## config.mk

```make
export PLATFORM = sky130hd
export DESIGN_NAME = rmc_top
export DESIGN_NICKNAME = d
export VERILOG_FILES = /design/src/hdl/rmc_pkg.sv /design/src/hdl/rmc_top.sv
export SDC_FILE = /design/constraint.sdc
export NUM_CORES = 1
export LEC_CHECK = 0
export ABC_CLOCK_PERIOD_IN_PS = 8980
export BUFFER_PORTS_ARGS = -buffer_cell sky130_fd_sc_hd__buf_2
export CORE_MARGIN = 2
export CORE_UTILIZATION = 50
export DETAILED_ROUTE_END_ITERATION = 10
export GPL_TIMING_DRIVEN = 1
export PLACE_DENSITY_LB_ADDON = 0.2
export SLEW_MARGIN = 20
export SYNTH_ARGS = -nofsm -noshare
export SYNTH_HDL_FRONTEND = slang
export SYNTH_HIERARCHICAL = 1
export SYNTH_SLANG_ARGS = --single-unit
```

## constraint.sdc

```tcl
create_clock -name clock -period 8.98 [get_ports clock]
set_clock_uncertainty 0.2 [all_clocks]
set_input_delay 1.796 -clock clock [delete_from_list [all_inputs] [get_ports clock]]
set_output_delay 1.796 -clock clock [all_outputs]
set_load 0.02 [all_outputs]
```

## src/hdl/rmc_pkg.sv

```systemverilog
// Shared constants and types for the registered I/O macrocell block
package rmc_pkg;

	// ------------------------------------------------------------------
	// Cell counts
	// ------------------------------------------------------------------
	localparam int unsigned NUM_IO     = 12;
	localparam int unsigned NUM_BURIED = 4;
	localparam int unsigned NUM_CELLS  = NUM_IO + NUM_BURIED;
	localparam int unsigned NUM_SHARED = NUM_IO / 2;

	// ------------------------------------------------------------------
	// Register byte offsets
	// ------------------------------------------------------------------
	localparam logic [7:0] OFS_CLKSEL = 8'h00;
	localparam logic [7:0] OFS_FBSEL  = 8'h04;
	localparam logic [7:0] OFS_SHSEL  = 8'h08;
	localparam logic [7:0] OFS_DRIVE  = 8'h0c;
	localparam logic [7:0] OFS_MODE   = 8'h10;
	localparam logic [7:0] OFS_POL    = 8'h14;
	localparam logic [7:0] OFS_STATE  = 8'h18;

	// ------------------------------------------------------------------
	// Field positions and reset values
	// ------------------------------------------------------------------
	localparam int unsigned STATE_OUT_LSB = 0;
	localparam int unsigned STATE_IN_LSB  = 16;
	localparam logic [11:0] RST_CLKSEL    = 12'h000;
	localparam logic [11:0] RST_FBSEL     = 12'h000;
	localparam logic [5:0]  RST_SHSEL     = 6'h00;
	localparam logic [11:0] RST_DRIVE     = 12'h000;
	localparam logic [31:0] RST_MODE      = 32'h0000_0000;
	localparam logic [15:0] RST_POL       = 16'h0000;

	// AXI response codes
	localparam logic [1:0] RESP_OKAY   = 2'h0;
	localparam logic [1:0] RESP_SLVERR = 2'h2;

	// Output register D-input modes
	typedef enum logic [1:0] {
		MODE_XOR_TERM,
		MODE_POLARITY,
		MODE_TOGGLE,
		MODE_JK
	} rmc_mode_t;

	// Configuration carried from the register file to the cells
	typedef struct packed {
		logic [11:0] clksel;
		logic [11:0] fbsel;
		logic [5:0]  shsel;
		logic [11:0] drive;
		logic [31:0] mode;
		logic [15:0] pol;
	} rmc_cfg_t;

endpackage : rmc_pkg

```

## src/hdl/rmc_top.sv

```systemverilog
// Registered I/O macrocell block with AXI4-Lite configuration
//
// Overview of operation
// - Pin input register clocked by one of two clocks
// - XOR fed by sum-of-products and dedicated term
// - XOR output is output register D input
// - Q into dedicated term makes toggle flip-flop
// - JK via T equals J not-Q or K-Q
// - Dedicated term as constant polarity control
// - Feedback mux returns output or input Q
// - Shared mux gives array a neighbour's input Q
// - Shared mux on six of twelve cells
// - Four buried cells, output logic, no pin
//
// The address map and the AXI4-Lite interface to the registers are this design's own decisions.
`timescale 1ns/1ps

// ----------------------------------------------------------------------
// Output register portion of one macrocell
// ----------------------------------------------------------------------
module rmc_outcell (
	input  wire logic            clock,
	input  wire logic            rst_n,
	input  wire logic            tick,
	input  wire logic            sop,
	input  wire logic            xterm,
	input  wire logic            pol,
	input  wire logic [1:0]      mode,
	output logic                 q
);
	rmc_pkg::rmc_mode_t mode_e;
	logic               xor_a;
	logic               xor_b;
	logic               q_d;

	assign mode_e = rmc_pkg::rmc_mode_t'(mode);

	// Pick the two XOR inputs for the chosen flip-flop flavour
	always_comb begin
		xor_a = sop;
		xor_b = xterm;
		case (mode_e)
			rmc_pkg::MODE_XOR_TERM: xor_b = xterm;
			rmc_pkg::MODE_POLARITY: xor_b = pol;
			rmc_pkg::MODE_TOGGLE:   xor_b = q;
			rmc_pkg::MODE_JK: begin
				// sop is J, dedicated term is K
				xor_a = (sop & ~q) | (xterm & q);
				xor_b = q;
			end
			default: xor_b = xterm;
		endcase
		q_d = xor_a ^ xor_b;
	end

	// Capture only on the rising edge of the output clock
	always_ff @(posedge clock or negedge rst_n) begin
		if (!rst_n) begin
			q <= 1'b0;
		end else if (tick) begin
			q <= q_d;
		end
	end

endmodule : rmc_outcell

// ----------------------------------------------------------------------
// Top: register file, input registers, muxes, sixteen output cells
// ----------------------------------------------------------------------
module rmc_top (
	input  wire logic        clock,
	input  wire logic        nrst,
	input  wire logic [7:0]  s_axi_awaddr,
	input  wire logic        s_axi_awvalid,
	output logic             s_axi_awready,
	input  wire logic [31:0] s_axi_wdata,
	input  wire logic [3:0]  s_axi_wstrb,
	input  wire logic        s_axi_wvalid,
	output logic             s_axi_wready,
	output logic [1:0]       s_axi_bresp,
	output logic             s_axi_bvalid,
	input  wire logic        s_axi_bready,
	input  wire logic [7:0]  s_axi_araddr,
	input  wire logic        s_axi_arvalid,
	output logic             s_axi_arready,
	output logic [31:0]      s_axi_rdata,
	output logic [1:0]       s_axi_rresp,
	output logic             s_axi_rvalid,
	input  wire logic        s_axi_rready,
	input  wire logic        dev_clk0,
	input  wire logic        dev_clk1,
	input  wire logic [11:0] pin_in,
	output logic [11:0]      pin_out,
	output logic [11:0]      pin_oe_n,
	input  wire logic [15:0] array_sop,
	input  wire logic [15:0] array_xterm,
	output logic [15:0]      array_fb,
	output logic [5:0]       array_shared
);
	logic [1:0]        rst_sync_q;
	logic              rst_n;
	rmc_pkg::rmc_cfg_t cfg_q;
	logic [11:0]       in_q;
	logic [15:0]       out_q;
	logic              clk0_q;
	logic              clk1_q;
	logic              rise0;
	logic              rise1;
	logic              aw_have_q;
	logic [7:0]        aw_addr_q;
	logic              w_have_q;
	logic [31:0]       w_data_q;
	logic [3:0]        w_strb_q;
	logic [31:0]       wmask;
	logic              do_write;
	logic              wr_hit;
	logic [31:0]       rd_word;
	logic              rd_hit;

	// ------------------------------------------------------------------
	// Reset release
	// ------------------------------------------------------------------

	// Assert at once, release after two clock edges
	always_ff @(posedge clock or negedge nrst) begin
		if (!nrst) begin
			rst_sync_q <= 2'h0;
		end else begin
			rst_sync_q <= {rst_sync_q[0], 1'b1};
		end
	end
	assign rst_n = rst_sync_q[1];

	// ------------------------------------------------------------------
	// Device clock edge detection
	// ------------------------------------------------------------------

	// Device clocks are sampled as synchronous levels; a rising edge
	// becomes a one-cycle tick, so they must run below half our rate
	always_ff @(posedge clock or negedge rst_n) begin
		if (!rst_n) begin
			clk0_q <= 1'b0;
			clk1_q <= 1'b0;
		end else begin
			clk0_q <= dev_clk0;
			clk1_q <= dev_clk1;
		end
	end
	assign rise0 = dev_clk0 & ~clk0_q;
	assign rise1 = dev_clk1 & ~clk1_q;

	// ------------------------------------------------------------------
	// Input registers
	// ------------------------------------------------------------------

	// Each pin latches on the edge of its own selected clock
	always_ff @(posedge clock or negedge rst_n) begin
		if (!rst_n) begin
			in_q <= 12'h000;
		end else begin
			for (int i = 0; i < rmc_pkg::NUM_IO; i++) begin
				if (cfg_q.clksel[i] ? rise1 : rise0) begin
					in_q[i] <= pin_in[i];
				end
			end
		end
	end

	// ------------------------------------------------------------------
	// Output cells, I/O and buried alike
	// ------------------------------------------------------------------
	for (genvar c = 0; c < rmc_pkg::NUM_CELLS; c++) begin : g_cell
		rmc_outcell u_cell (
			.clock (clock),
			.rst_n (rst_n),
			.tick  (rise0),
			.sop   (array_sop[c]),
			.xterm (array_xterm[c]),
			.pol   (cfg_q.pol[c]),
			.mode  (cfg_q.mode[2*c +: 2]),
			.q     (out_q[c])
		);
	end

	// ------------------------------------------------------------------
	// Paths back into the array and out to the pins
	// ------------------------------------------------------------------

	// Feedback mux on I/O cells; buried cells always return their Q
	always_comb begin
		for (int i = 0; i < rmc_pkg::NUM_IO; i++) begin
			array_fb[i] = cfg_q.fbsel[i] ? in_q[i] : out_q[i];
		end
		for (int j = rmc_pkg::NUM_IO; j < rmc_pkg::NUM_CELLS; j++) begin
			array_fb[j] = out_q[j];
		end
	end

	// Only every other I/O cell has a shared mux, picking a neighbour
	always_comb begin
		for (int k = 0; k < rmc_pkg::NUM_SHARED; k++) begin
			array_shared[k] = cfg_q.shsel[k] ? in_q[2*k+1] : in_q[2*k];
		end
	end

	// Buried cells have no pin, so only the low twelve reach pins
	assign pin_out  = out_q[11:0];
	assign pin_oe_n = ~cfg_q.drive;

	// ------------------------------------------------------------------
	// AXI4-Lite write channel
	// ------------------------------------------------------------------
	assign s_axi_awready = ~aw_have_q & ~s_axi_bvalid;
	assign s_axi_wready  = ~w_have_q & ~s_axi_bvalid;
	assign do_write      = aw_have_q & w_have_q & ~s_axi_bvalid;

	// Address and data may arrive in either order
	always_ff @(posedge clock or negedge rst_n) begin
		if (!rst_n) begin
			aw_have_q <= 1'b0;
			aw_addr_q <= 8'h00;
			w_have_q  <= 1'b0;
			w_data_q  <= 32'h0000_0000;
			w_strb_q  <= 4'h0;
		end else begin
			if (s_axi_awvalid && s_axi_awready) begin
				aw_have_q <= 1'b1;
				aw_addr_q <= s_axi_awaddr;
			end else if (do_write) begin
				aw_have_q <= 1'b0;
			end
			if (s_axi_wvalid && s_axi_wready) begin
				w_have_q <= 1'b1;
				w_data_q <= s_axi_wdata;
				w_strb_q <= s_axi_wstrb;
			end else if (do_write) begin
				w_have_q <= 1'b0;
			end
		end
	end

	// Byte lanes become a bit mask
	always_comb begin
		for (int b = 0; b < 4; b++) begin
			wmask[8*b +: 8] = {8{w_strb_q[b]}};
		end
	end

	always_comb begin
		case (aw_addr_q)
			rmc_pkg::OFS_CLKSEL, rmc_pkg::OFS_FBSEL, rmc_pkg::OFS_SHSEL,
			rmc_pkg::OFS_DRIVE, rmc_pkg::OFS_MODE,
			rmc_pkg::OFS_POL: wr_hit = 1'b1;
			default:          wr_hit = 1'b0;
		endcase
	end

	// Configuration registers steer the whole datapath
	always_ff @(posedge clock or negedge rst_n) begin
		if (!rst_n) begin
			cfg_q.clksel <= rmc_pkg::RST_CLKSEL;
			cfg_q.fbsel  <= rmc_pkg::RST_FBSEL;
			cfg_q.shsel  <= rmc_pkg::RST_SHSEL;
			cfg_q.drive  <= rmc_pkg::RST_DRIVE;
			cfg_q.mode   <= rmc_pkg::RST_MODE;
			cfg_q.pol    <= rmc_pkg::RST_POL;
		end else if (do_write) begin
			case (aw_addr_q)
				rmc_pkg::OFS_CLKSEL: cfg_q.clksel <= (cfg_q.clksel &
					~wmask[11:0]) | (w_data_q[11:0] & wmask[11:0]);
				rmc_pkg::OFS_FBSEL: cfg_q.fbsel <= (cfg_q.fbsel &
					~wmask[11:0]) | (w_data_q[11:0] & wmask[11:0]);
				rmc_pkg::OFS_SHSEL: cfg_q.shsel <= (cfg_q.shsel &
					~wmask[5:0]) | (w_data_q[5:0] & wmask[5:0]);
				rmc_pkg::OFS_DRIVE: cfg_q.drive <= (cfg_q.drive &
					~wmask[11:0]) | (w_data_q[11:0] & wmask[11:0]);
				rmc_pkg::OFS_MODE: cfg_q.mode <= (cfg_q.mode &
					~wmask) | (w_data_q & wmask);
				rmc_pkg::OFS_POL: cfg_q.pol <= (cfg_q.pol &
					~wmask[15:0]) | (w_data_q[15:0] & wmask[15:0]);
				default: ;
			endcase
		end
	end

	// Response one cycle after both halves are held
	always_ff @(posedge clock or negedge rst_n) begin
		if (!rst_n) begin
			s_axi_bvalid <= 1'b0;
			s_axi_bresp  <= rmc_pkg::RESP_OKAY;
		end else if (do_write) begin
			s_axi_bvalid <= 1'b1;
			s_axi_bresp  <= wr_hit ? rmc_pkg::RESP_OKAY
						: rmc_pkg::RESP_SLVERR;
		end else if (s_axi_bready) begin
			s_axi_bvalid <= 1'b0;
		end
	end

	// ------------------------------------------------------------------
	// AXI4-Lite read channel
	// ------------------------------------------------------------------
	assign s_axi_arready = ~s_axi_rvalid;

	// Read decode; state word shows live register contents
	always_comb begin
		rd_word = 32'h0000_0000;
		rd_hit  = 1'b1;
		case (s_axi_araddr)
			rmc_pkg::OFS_CLKSEL: rd_word[11:0] = cfg_q.clksel;
			rmc_pkg::OFS_FBSEL:  rd_word[11:0] = cfg_q.fbsel;
			rmc_pkg::OFS_SHSEL:  rd_word[5:0]  = cfg_q.shsel;
			rmc_pkg::OFS_DRIVE:  rd_word[11:0] = cfg_q.drive;
			rmc_pkg::OFS_MODE:   rd_word       = cfg_q.mode;
			rmc_pkg::OFS_POL:    rd_word[15:0] = cfg_q.pol;
			rmc_pkg::OFS_STATE: begin
				rd_word[rmc_pkg::STATE_OUT_LSB +: 16] = out_q;
				rd_word[rmc_pkg::STATE_IN_LSB +: 12]  = in_q;
			end
			default: rd_hit = 1'b0;
		endcase
	end

	always_ff @(posedge clock or negedge rst_n) begin
		if (!rst_n) begin
			s_axi_rvalid <= 1'b0;
			s_axi_rdata  <= 32'h0000_0000;
			s_axi_rresp  <= rmc_pkg::RESP_OKAY;
		end else if (s_axi_arvalid && s_axi_arready) begin
			s_axi_rvalid <= 1'b1;
			s_axi_rdata  <= rd_word;
			s_axi_rresp  <= rd_hit ? rmc_pkg::RESP_OKAY
						: rmc_pkg::RESP_SLVERR;
		end else if (s_axi_rready) begin
			s_axi_rvalid <= 1'b0;
		end
	end

endmodule : rmc_top

```

**After elaboration in Yosys (flattened, before gate mapping)**

Cells that the tools add are included.

- Multiply operators: 0
- Shift operators: 0
- Bitwise logic cells: 113
- Reductions and logical operators: 49
- Equality and inequality tests: 59
- Add/subtract/negate cells: 0
- Mux-type cells: 78
- $lt $le $gt $ge: 0
- Div/mod/pow operators: 0

Operators with widths:

| operator | count |
|---|---|
| AND 32 bit | 2 |
| == test 2 bit, second input constant | 32 |
| two-way mux 1 bit | 55 |
| AND 12 bit | 4 |
| one-hot mux 1 bit (3 select lines) | 16 |
| one-hot mux 6 bit (7 select lines) | 1 |
| == test 8 x 5 -> 1 bit, second input constant | 5 |
| AND 1 bit | 38 |
| OR 12 bit | 3 |
| one-hot mux 6 bit (6 select lines) | 1 |
| AND 16 bit | 2 |
| == test 2 x 1 -> 1 bit, second input constant | 16 |
| == test 8 x 4 -> 1 bit, second input constant | 4 |
| zero test 2 bit | 16 |
| NOT 32 bit | 1 |
| OR 32 bit | 1 |
| OR reduction 2 bit | 16 |
| NOT 12 bit | 2 |
| one-hot mux 12 bit (2 select lines) | 1 |
| NOT 1 bit | 22 |
| == test 8 x 3 -> 1 bit, second input constant | 2 |
| zero test 8 bit | 2 |
| NOT 16 bit | 1 |
| OR 1 bit | 16 |
| other kinds (13) | 40 |

- Memory bits (writable): 0
- Bits in latches: 0
- Word-level logic and storage cells: 346
- Register bits: 206
- Output and inout port bits: 87
- Memories: 0
- Memory bits (read-only): 0
- Input bits: 105

**Longest topological paths before layout**

- Word-level depth: 5
- Gate-level depth with buffers: 7

**Modules after synthesis**

The synthesis kept the hierarchy.

By module, submodules not included:

| module | area an instance (um2) | times used | cells an instance |
|---|---|---|---|
| rmc_top | 8419.3 | 1 | 659 |
| rmc_outcell | 103.8 | 16 | 11 |

**Worst setup path after synthesis**

No wires, ideal clock.

- Kind: input -> register
- Start: input dev_clk0
- End: register g_cell[11].u_cell.q
- Library setup time: 123 ps
- Arrival time: 3159 ps
- Data required time: 8657 ps
- Path buffers: 1
- Stages on the path: 6
- Path slack: 5498 ps
- Path through: nand2b_1 buf_1 inv_1 and2_1 o2111ai_1 o221a_2

- Word-level cells in the longest chain between the ends: 1

Ends and longest elaborated chain:

| what | line | RTL |
|---|---|---|
| start, declared | rmc_top.sv:90 | `input wire logic dev_clk0,` |
| AND 1 bit | rmc_top.sv:149 | `assign rise0 = dev_clk0 & ~clk0_q;` |
| via rise0 | rmc_top.sv:107 | `logic rise0;` |
| end signal, assigned | rmc_top.sv:61 | `q <= q_d;` |
| end, declared | rmc_top.sv:29 | `output logic q` |

The timed path passes the listed nets, and every way through them passes these cells.
A chain may end at the register's enable or synchronous reset.

**Final worst setup path**

- Start: input s_axi_araddr[3]
- End: register s_axi_rdata[16]

- Word-level cells in the longest chain between the ends: 2
- Elaborated cells between the ends (all ways): 3

Ends and longest elaborated chain:

| what | line | RTL |
|---|---|---|
| start, declared | rmc_top.sv:83 | `input wire logic [7:0] s_axi_araddr,` |
| == test 8 x 5 -> 1 bit | rmc_top.sv:309 | `case (s_axi_araddr)` |
| one-hot mux 12 bit (2 select lines) * | rmc_top.sv:309 |  |
| end signal, assigned | rmc_top.sv:331 | `s_axi_rdata <= rd_word;` |
| end, declared | rmc_top.sv:86 | `output logic [31:0] s_axi_rdata,` |

Mark *: on every way between the ends. The rest lies on a longest branch, timed or not.

==> qor.yml <==
outcome: "complete, no violations"
pwr-share-seq: 0.478
tightestPinTransition_ns: 1.01
postCtsSetupBuffers: 0
clockBufferDepth: 3
final.period_utilization: 0.433
grt_pass1_wl_mm: 41.2
met2_length_mm: 12.4
cp-end-kind: "flop"
crit_path_max_fanout: 36
ios: 192
rows: 51
hold_viol_final: 0
start_util: 0.513
cap_violations: 0
die-area_mm2: 0.0213
synth-seq-cells: 204
swShare: 0.317
fin_area_mm2: 0.0120
firstDrtPassIters: 5
path_clk_slew_ns: 0.06
routed_wirelength_mm: 26.6
drt_iter0_markers: 482
cts_made_buffers: 23
avgRoutedWirePerCell_um: 20.4
grt_overflow_total: 0
slew-limit-headroom: 0.326
internal_power_mw: 1.98
gp_congestion: 0.872
layout-drive-gt1-share: 0.275
syn-cell-area_mm2: 0.0101
r2r_setup_slack_ns: 6.07
power.density_mw_per_mm2: 241
topRoutingLayerUsed: "met5"
slowest_stage: "nor3_2"
wl_met3_mm: 1.66
viasPerCell: 5.73
slew_viol_final: 0
postRouteAntennaNets: 0
synthFlopType: "dfrtp_1"
cts_root_buf: "clkbuf_16"
die_h_um: 146
grt_usage: 0.244
ys_types: 56
synth-seq-area-share: 0.506
antenna_found_initial: 4
holdBufCountCts: 0
power_leakage_nw: 5.63
grt_pass1_vias: 7257
setup_tns_ns: 0
die_width_um: 146
power.total_mw: 2.90
setup_viol: 0
ctsResizeCount: 0
h-tree-depth: 1
peakVddDrop_uv: 159
start_kind: "input port"
syn_inst: 835
grt_max_degree: 76
dp.final_hpwl_mm: 19.3
avgSynthCellArea_um2: 12.1
async_reset_ff_frac: 1.00
remaining_drc_errors: 0
clk_latency_ns: 0.50
worst-setup-path-type: "in2reg"
power.switching_mw: 0.918
fin_nets: 1126
whs_ns: 0.147
setup_ws_ns: 5.09
numPortBuffers: 189
synth_edf_count: 0
area_delta_synth_final_pct: 19.0
yosys_warnings: 6
cts_tree: "done"
place_ws_ns: 4.61
coreArea_mm2: 0.0197
rsz0062_at_grt: "no"
met1_length_mm: 11.9
hold_class: "reg2reg"
dpl-instance-area_mm2: 0.0112
cts.sinks: 204
required_ns: 9.20
min_period_ns: 3.89
timing.fmax_ghz: 0.257
worst_ep_arrival_time_ns: 4.11
slowest_delay_ns: 0.77
crit_chain: "buf_2 -> or4b_1 -> nor3_2 -> a221oi_1 -> nor2_1"
pwr-share-comb: 0.203
p_clk_frac: 0.319
via_count: 7449
-- Yosys cell counts, types with 3 or more instances --
library cell  number  area [µm²]
nor2_2             3        18.8
nand3b_1          34         255
o21ai_1           25         125
o211a_1           16         160
clkbuf_1          13        48.8
mux2i_1           24         240
nand3_2            4        40.0
or3_1              4        25.0
a22oi_1            5        37.5
or3b_1            22         193
o21ai_0            5        25.0
mux2_1           148        1670
nand3_1           13        65.1
xor2_1            16         140
dfrtp_1          204        5100
inv_1             17        63.8
a221oi_1          10        87.6
a21oi_1           14        70.1
and2_1            19         119
nor2b_1            5        31.3
mux2_2            18         203
a221oi_2           5        75.1
o22a_1             3        26.3
o221a_2           16         180
nor2_1            38         143
o2111ai_1         16         140
o22ai_1            6        37.5
buf_4              5        37.5
a211oi_1           5        37.5
buf_2             14        70.1
nand2b_1          20         125
o31ai_1            5        37.5
nand2_1           53         199
-- power by group through the flow --
stage | clock [mW] | combinational, mW | sequential (mW)
after detailed placement | 0 | 0.592 | 1.39
after CTS | 0.942 | 0.595 | 1.38
after global routing | 0.983 | 0.643 | 1.41
after global placement | 0 | 0.577 | 1.39
final | 0.925 | 0.588 | 1.38
after floorplan | 0 | 0.399 | 1.33
-- through the flow --
stage	std cells	utilization
CTS	1297	0.609
finish	1300	0.610
global route	1299	0.610
detailed placement	1260	0.571
global placement	1260	0.571
floorplan	836	-
-- metal layers --
layer / GRT usage / vias to the layer above
li1: - / 3458
met1: 0.348 / 3706
met2: 0.394 / 241
met3: 0.0455 / 40
met4: 0.0519 / 4
met5: 0 / -
-- critical path: cells and delay by family --
kind	cells	cell delay [ns]
simple gates	3	1.58
compound gates	1	0.17
buf+inv	1	0.55
-- path summary, 6_finish.rpt --
path | startpoint | endpoint | cells past startpoint
min reg2reg | rst_sync_q[0] | rst_sync_q[1] | 0
min in group asynchronous | rst_sync_q[1] | w_data_q[20] | 0
min | rst_sync_q[0] | rst_sync_q[1] | 0
max reg2reg | rst_sync_q[1] | async pin | 2
max | s_axi_araddr[3] | s_axi_rdata[16] | 5
max in group asynchronous | rst_sync_q[1] | async pin | 2
-- layout by cell type, fill, tap and decap left out, types with 3 or more instances in the layout --
master       n
a211oi_1     5
a21oi_1     14
a221oi_1    10
a221oi_2     5
a22oi_1      5
and2_1      18
buf_2      189
buf_4        5
clkbuf_1     4
clkbuf_16   23
clkbuf_8     6
conb_1       3
dfrtp_1    203
inv_1       17
mux2_1     148
mux2_2      18
mux2i_1     24
nand2_1     53
nand2b_1    20
nand3_1     13
nand3_2      4
nand3b_1    34
nor2_1      38
nor2_2       3
nor2b_1      4
o2111ai_1   16
o211a_1     16
o21ai_0      5
o21ai_1     25
o221a_2     16
o22a_1       3
o22ai_1      6
o31ai_1      5
or3_1        4
or3b_1      22
xor2_1      16
-- cells by family (layout without fill, tap and decap cells) --
logic type	Yosys count	count (layout)	share of synthesized area
other	2	5	0.000745
buffers and inverters	52	249	0.0237
flip-flops	204	204	0.506
multiplexers	190	190	0.209
AO/OA/AOI/OAI	139	139	0.110
XOR/XNOR	16	16	0.0139
AND/OR/NAND/NOR	232	232	0.136
-- area by class of cell --
class	count	area, µm²
Antenna cell	2	5.00
Clock buffer	32	659
Clock inverter	5	81.3
Fill cell	1667	7660
Inverter	17	63.8
Multi-Input combinational cell	580	4740
Sequential cell	204	5110
Tap cell	265	332
Timing Repair Buffer	195	997
Power figures use the tool's default switching activity.
